--- config.mk ---
export PLATFORM = sky130hd
export DESIGN_NAME = iecb_bank
export DESIGN_NICKNAME = d
export VERILOG_FILES = /design/src/rtl/iecb_pkg.sv /design/src/rtl/iecb_bank.sv /design/src/rtl/iecb_enable_cell.sv
export VERILOG_INCLUDE_DIRS = /design/src /design/src/rtl
export SDC_FILE = /design/constraint.sdc
export NUM_CORES = 1
export LEC_CHECK = 0
export BUFFER_PORTS_ARGS = -buffer_cell sky130_fd_sc_hd__buf_2
export CAP_MARGIN = 20
export CORE_AREA = 2 2 84 86
export DETAILED_ROUTE_END_ITERATION = 7
export DIE_AREA = 0 0 86 88
export PLACE_DENSITY = 0.79
export SETUP_SLACK_MARGIN = 0.1
export SLEW_MARGIN = 15
export SYNTH_ARGS = -nofsm -noshare
export SYNTH_HDL_FRONTEND = slang
export SYNTH_SLANG_ARGS = --single-unit
--- constraint.sdc ---
create_clock -name clock -period 2.1 [get_ports clock]
set_input_delay 0.42 -clock clock [delete_from_list [all_inputs] [get_ports clock]]
set_output_delay 0.42 -clock clock [all_outputs]
set_load 0.02 [all_outputs]
--- src/rtl/iecb_defines.svh ---
// Offsets, field layout and reset values of the clear-enable bank 96..127
`ifndef IECB_DEFINES_SVH
`define IECB_DEFINES_SVH

// ****************************************************************
// Register offsets (byte addresses)
// ****************************************************************
`define IECB_ADDR_W          8
`define IECB_OFF_CLR_UPPER   8'h00
`define IECB_OFF_ACTIVE      8'h04

// ****************************************************************
// Field layout
// ****************************************************************
`define IECB_DATA_W          32
`define IECB_IRQ_BASE        96
`define IECB_IMPL_MASK       32'hffff_fff9
`define IECB_RSVD_HI         2
`define IECB_RSVD_LO         1

// ****************************************************************
// Reset values
// ****************************************************************
`define IECB_RST_ENABLE      32'h0000_0000
`define IECB_RST_RDATA       32'h0000_0000

`endif

--- src/rtl/iecb_pkg.sv ---
// Types shared by the clear-enable bank files
package iecb_pkg;

    typedef logic [31:0] iecb_word_t;

    typedef enum logic [1:0]
    {
        IECB_SEL_NONE,
        IECB_SEL_CLR_UPPER,
        IECB_SEL_ACTIVE
    } iecb_sel_t;

    // State of the bus side of the bank
    typedef struct packed
    {
        iecb_word_t rdata_ff;
    } iecb_bus_state_t;

    // State of one interrupt line's enable
    typedef struct packed
    {
        logic enable_ff;
    } iecb_cell_state_t;

endpackage

--- src/rtl/iecb_bank.sv ---
// Clear-enable register bank for interrupt lines 96 to 127
//
// Contract
// - Bits 31..3 map lines 127..99, bit0 line 96
// - Writing one disables only that line unless a set request for it comes in the same cycle
// - Writing zero leaves line enable unchanged
// - Read returns each line's present enable state
`timescale 1ns/1ps
`include "iecb_defines.svh"

module iecb_bank
    import iecb_pkg::*;
(
    input  wire logic                      clock,
    input  wire logic                      rst,
    input  wire logic [`IECB_ADDR_W-1:0]   reg_addr,
    input  wire logic [`IECB_DATA_W-1:0]   reg_wdata,
    input  wire logic                      reg_write,
    input  wire logic                      reg_read,
    output logic      [`IECB_DATA_W-1:0]   reg_rdata,
    input  wire logic [`IECB_DATA_W-1:0]   set_enable_req,
    input  wire logic [`IECB_DATA_W-1:0]   irq_line_in,
    output logic      [`IECB_DATA_W-1:0]   irq_enable,
    output logic      [`IECB_DATA_W-1:0]   irq_active
);

    // ****************************************************************
    // Address decode
    // ****************************************************************
    localparam iecb_word_t impl_mask = `IECB_IMPL_MASK;

    iecb_sel_t  sel;
    iecb_word_t clr_req;
    iecb_word_t enable_vec;

    always_comb
    begin
        unique case (reg_addr)
            `IECB_OFF_CLR_UPPER: sel = IECB_SEL_CLR_UPPER;
            `IECB_OFF_ACTIVE:    sel = IECB_SEL_ACTIVE;
            default:             sel = IECB_SEL_NONE;
        endcase
    end

    // Only bits that serve a line turn a written one into a clear
    always_comb
    begin
        if (reg_write && (sel == IECB_SEL_CLR_UPPER))
        begin
            clr_req = reg_wdata & `IECB_IMPL_MASK;
        end
        else
        begin
            clr_req = '0;
        end
    end

    // ****************************************************************
    // Per-line enable state
    // ****************************************************************
    // The set path comes from the companion set-enable bank on this
    // clock, so it needs no synchroniser.
    for (genvar i = 0; i < `IECB_DATA_W; i++)
    begin : g_line
        iecb_enable_cell
        #(
            .IMPLEMENTED (impl_mask[i])
        )
        u_cell
        (
            .clock   (clock),
            .rst     (rst),
            .set_req (set_enable_req[i]),
            .clr_req (clr_req[i]),
            .enable  (enable_vec[i])
        );
    end

    // ****************************************************************
    // Read path
    // ****************************************************************
    iecb_bus_state_t st_ff;
    iecb_bus_state_t nxt_st;

    always_comb
    begin
        nxt_st = st_ff;
        // Data stand only in the cycle after the strobe
        nxt_st.rdata_ff = `IECB_RST_RDATA;
        if (reg_read)
        begin
            unique case (sel)
                IECB_SEL_CLR_UPPER:
                    nxt_st.rdata_ff = enable_vec & `IECB_IMPL_MASK;
                IECB_SEL_ACTIVE:
                    nxt_st.rdata_ff = enable_vec & irq_line_in
                                      & `IECB_IMPL_MASK;
                IECB_SEL_NONE:
                    nxt_st.rdata_ff = `IECB_RST_RDATA;
            endcase
        end
    end

    always_ff @(posedge clock)
    begin
        if (rst)
        begin
            st_ff.rdata_ff <= `IECB_RST_RDATA;
        end
        else
        begin
            st_ff <= nxt_st;
        end
    end

    // ****************************************************************
    // Outputs
    // ****************************************************************
    assign reg_rdata  = st_ff.rdata_ff;
    assign irq_enable = enable_vec;
    // Gated requests to the priority logic; unregistered to add no latency
    assign irq_active = enable_vec & irq_line_in;

endmodule

--- src/rtl/iecb_enable_cell.sv ---
// One interrupt line's enable flip-flop with set and clear requests
`timescale 1ns/1ps
`include "iecb_defines.svh"

module iecb_enable_cell
    import iecb_pkg::*;
#(
    parameter bit IMPLEMENTED = 1'b1
)
(
    input  wire logic clock,
    input  wire logic rst,
    input  wire logic set_req,
    input  wire logic clr_req,
    output logic      enable
);

    iecb_cell_state_t st_ff;
    iecb_cell_state_t nxt_st;

    always_comb
    begin
        nxt_st = st_ff;
        if (!IMPLEMENTED)
        begin
            nxt_st.enable_ff = 1'b0;
        end
        else if (set_req)
        begin
            // Set wins so a concurrent enable is never lost
            nxt_st.enable_ff = 1'b1;
        end
        else if (clr_req)
        begin
            nxt_st.enable_ff = 1'b0;
        end
        // No request: state held, so a written zero changes nothing
    end

    always_ff @(posedge clock)
    begin
        if (rst)
        begin
            st_ff.enable_ff <= 1'b0;
        end
        else
        begin
            st_ff <= nxt_st;
        end
    end

    assign enable = st_ff.enable_ff;

endmodule

[Yosys cells after proc, flatten, opt, wreduce, memory -nomap -nowiden]
Index checks and enable logic that the tools add are counted.
Widths: inputs -> output; s select.
Cells by class
  equality and inequality tests: 3
  mux-type cells: 63
  bitwise logic cells: 2
  reduce and logical (&&, ||, !) cells: 34
Operator list (number)
  $pmux 32 s3: 1
  $mux 1: 60
  $reduce_bool 2->1: 30
  $and 32x32->32: 1
  $mux 32: 1
  $eq 8x3->1 const B: 1
  $logic_not 8->1: 1
  $pmux 2 s2: 1
  $eq 2x1->1 const B: 1
  $eq 2x2->1 const B: 1
  $logic_not 2->1: 1
  $reduce_or 2->1: 1
  $logic_and 1x1->1: 1
  $not 1->1: 1
Storage, ports and cells
  register bits: 62
  output and inout bits: 96
  word-level logic and storage cells: 133

[Longest topological paths before layout]
  depth in word-level cells: 7
  depth in mapped cells: 4
  depth with buffers taken out: 3

[Cells and area by module]
Synthesis repeated with hierarchy kept, for this count alone.
Second synthesis, totals
  cell total of the unflattened synthesis: 300
  area total of the unflattened synthesis: 2688.8 um2
By module, submodules not included
  iecb_bank: instances 1, cells each 176, area an instance 1502.7 um2, seq. area each 600.6 um2
  iecb_enable_cell at g_line[0].u_cell ...: instances 30, cells each 4, area an instance 38.8 um2, seq. area each 20.0 um2
  iecb_enable_cell at g_line[1].u_cell ...: instances 2, cells each 2, area an instance 11.3 um2, seq. area each 0.0 um2

[Worst setup path after synthesis]
OpenSTA, ideal clock, no wires.
  kind: in2reg
  start point: in reg_addr[5]
  end point: reg st_ff, in the netlist reg_rdata[10]
  setup time: 0.064 ns
  arrival time: 1.690 ns
  required time: 2.036 ns
  slack: 0.345 ns
  stages on the path: 4
  buffers on the path: 1
  cells stage by stage: or4_4 or4_4 buf_6 nor2_1
Between the ends
  longest elaborated chain between the ends: 4
  elaborated cells between the ends (all ways): 7
  those cells by class: 3 x eq/ne; 2 x mux; 2 x reduce/logical
RTL lines
  start: declaration: line iecb_bank.sv:16  | input wire logic [`IECB_ADDR_W-1:0] reg_addr,
  $eq 8x3->1 or $logic_not 8->1 (tied branches): line iecb_bank.sv:38  | unique case (reg_addr)
  $pmux 2 s2 (*): line iecb_bank.sv:38
  $eq 2x2->1, or another cell as far along: line iecb_bank.sv:92  | unique case (sel)
  $pmux 32 s3 (*): line iecb_bank.sv:92
  end signal: assignment: line iecb_bank.sv:112  | st_ff <= nxt_st;
  end: declaration: line iecb_bank.sv:82  | iecb_bus_state_t st_ff;
Every way passes the cells marked *; elsewhere a longest branch is shown, timed or not. The select of a mux whose other input is x is not followed.
A chain may end at the register's enable or synchronous reset.

[Final worst setup path]
  start point: in reg_addr[5]
  end point: reg st_ff, in the netlist reg_rdata[8]
Same word-level chain as after synthesis.

==> impl_metrics.env <==
export IMPL_cts_max_path_buffers=2
export IMPL_io_buffer_count=191
export IMPL_hold_buffers=0
export IMPL_layout_commonest_cell="buf_2"
export IMPL_syn_avg_cell_area_sq_um=8.60
export IMPL_numCtsBuffers=9
export IMPL_tritoncts="built"
export IMPL_outcome="complete, no violations"
export IMPL_place_hpwl_um=5060
export IMPL_synth_warnings=0
export IMPL_vias=2552
export IMPL_die_h_um=88
export IMPL_path_common_cell="or4_4"
export IMPL_multi_input_area_sq_um=901
export IMPL_die_area_sq_um=7570
export IMPL_final_area_sq_um=3460
export IMPL_drc=0
export IMPL_tns_ns=0
export IMPL_slew_viol_final=0
export IMPL_crit_path_cell_trace="buf_2 > or4_4 > or4_4 > nor2_1"
export IMPL_cellPowerDensity_nw_per_um2=707
export IMPL_cts_root_buffer="clkbuf_8"
export IMPL_fmax_mhz=602
export IMPL_fin_crit_sh_pct=79.1
export IMPL_setup_viol=0
export IMPL_cpLargestDelayFamily="simple AND/OR/NAND/NOR gates"
export IMPL_end_kind="flop"
export IMPL_nets=564
export IMPL_period_needed_ns=1.66
export IMPL_antenna_found_initial=0
export IMPL_grt_overflow_total=0
export IMPL_crit_path_start_kind="input port"
export IMPL_coreArea_sq_um=6640
export IMPL_final_cell_mix="buf_2 (191), nor2_1 (60), dfxtp_1 (60)"
export IMPL_grt_total_usage_pct=17.2
export IMPL_die_w_um=86
export IMPL_routedWlPerCell_um=12.5
export IMPL_htreeDepth=3
export IMPL_p_leak_nw=1.88
export IMPL_yosysTopAreaCellShare_pct=47.4
export IMPL_drt_pass1_iter_count=4
export IMPL_seq_area_frac_synth_pct=47.4
export IMPL_clock_latency_ns=0.33
export IMPL_yosysUniqueCellTypes=14
export IMPL_synth_area_sq_um=2540
export IMPL_filler_cell_count=644
export IMPL_grt_pass1_vias=2384
export IMPL_synth_seq_cells=60
export IMPL_slowest_delay_ns=0.69
export IMPL_floorplan_initialDensity_pct=38.2
export IMPL_area_growth_pct=36.3
export IMPL_row_count=30
export IMPL_min_path_type="input port to flop"
export IMPL_route_antenna_remaining_nets=0
export IMPL_worstPathMaxFanout=30
export IMPL_num_io_pins=204
export IMPL_drive_gt1_share_pct=45.2
export IMPL_netlist_instances=295
export IMPL_tightest_slew_ns=0.844
export IMPL_critical_path_slowest_cell="or4_4"
export IMPL_grt_pass1_wl_um=10200
export IMPL_path_class="input port to flop"
export IMPL_gp_congestion=0.758
export IMPL_r2r_slack_ns=1.27
export IMPL_totalWireLength_um=6760
export IMPL_crit_arrival_ns=1.92
export IMPL_place_area_sq_um=3310
export IMPL_cts_setup_buffers=0
export IMPL_cp_required_ns=2.36
export IMPL_clkSinkCount=60
export IMPL_relSlewSlack_pct=43.7
export IMPL_rsz0062_at_grt="false"
export IMPL_fin_skew_ns=0.00499
export IMPL_grt_max_degree=31
export IMPL_regArea_sq_um=1200
export IMPL_yosys_area_top_type="dfxtp_1"
export IMPL_peakVddDrop_v=0.000383
export IMPL_diodes=0
export IMPL_finalHoldViolCount=0
export IMPL_maxCapViolations=0
export IMPL_synthTopCellsByArea="dfxtp_1 (47%), buf_4 (11%), a311oi_1 (10%), nor2_1 (8.9%), and2_1 (7.4%)"
export IMPL_cts_resized=0
export IMPL_viasPerCell=4.73
export IMPL_path_clk_slew_ns=0.07
export IMPL_path_buf_inv=1
export IMPL_drt_iter0_drc=43
## layer usage
metal / GRT usage [%] / vias to the layer above / part of all wire (%)
li1: - / 1256 / -
met1: 17.1 / 1173 / 37
met2: 33.5 / 114 / 54
met3: 3.77 / 9 / 7.0
met4: 8.23 / 0 / 1.7
met5: 0 / - / 0
## cell usage after synthesis
cell and count:
o21ai_0 30, and2_1 30, inv_1 32, nor2_1 60, buf_4 36, a311oi_1 30
conb_1 1, dfxtp_1 60, nor4b_2 1, or4_4 2, buf_6 3, clkbuf_1 6
or3_1 1, buf_2 3
## power by group
group / internal (mW) / switching (mW) / total, mW
logic: 0.168 / 0.226 / 0.394
clock network: 0.416 / 0.417 / 0.833
registers: 1.18 / 0.0347 / 1.22
## final cells by class
cell class              count  area share [%]
clock inverters             3           0.434
flip-flops and latches     60            34.8
multi-input cells         160            26.1
clock buffers              12            3.91
well taps                  80            2.90
inverters                  32            3.48
repair buffers            193            28.5
## per-stage QoR
step	power (mW)	utilization, %	instances	hold WS, ns	worst slack [ns]
3_5_place_dp	1.64	49.8	525	0.462	0.0916
6_report	2.44	52.0	540	0.284	0.439
2_1_floorplan	1.50	-	300	0.450	0.345
5_1_grt	2.56	52.0	540	0.268	0.384
3_3_place_gp	1.62	49.8	525	0.459	0.127
4_1_cts	2.47	52.0	540	0.266	0.431
## state kept, by name (all words and copies together) (netlist names)
name / cells
reg_rdata: 30
g_line.u_cell.enable: 30
## kinds of logic (layout without fill, tap and decap cells)
| group | count (synthesis) | count (layout) | synth area share [%] |
|---|---|---|---|
| flip-flops | 60 | 60 | 47.4 |
| buffers and inverters | 80 | 240 | 18.2 |
| AO/OA/AOI/OAI | 60 | 60 | 16.3 |
| AND/OR/NAND/NOR | 94 | 94 | 18.0 |
| other | 1 | 6 | 0.148 |
## worst paths after layout
path	from	to	cells past startpoint
max	reg_addr[5]	reg_rdata[8]$_SDFF_PP0_	4
min	reg_wdata[26]	g_line[26].u_cell.enable$_SDFFE_PP0P_	2
max reg2reg	g_line[7].u_cell.enable$_SDFFE_PP0P_	g_line[7].u_cell.enable$_SDFFE_PP0P_	2
min reg2reg	g_line[15].u_cell.enable$_SDFFE_PP0P_	reg_rdata[15]$_SDFF_PP0_	2
Note: power is estimated with default switching activity, not from simulation.
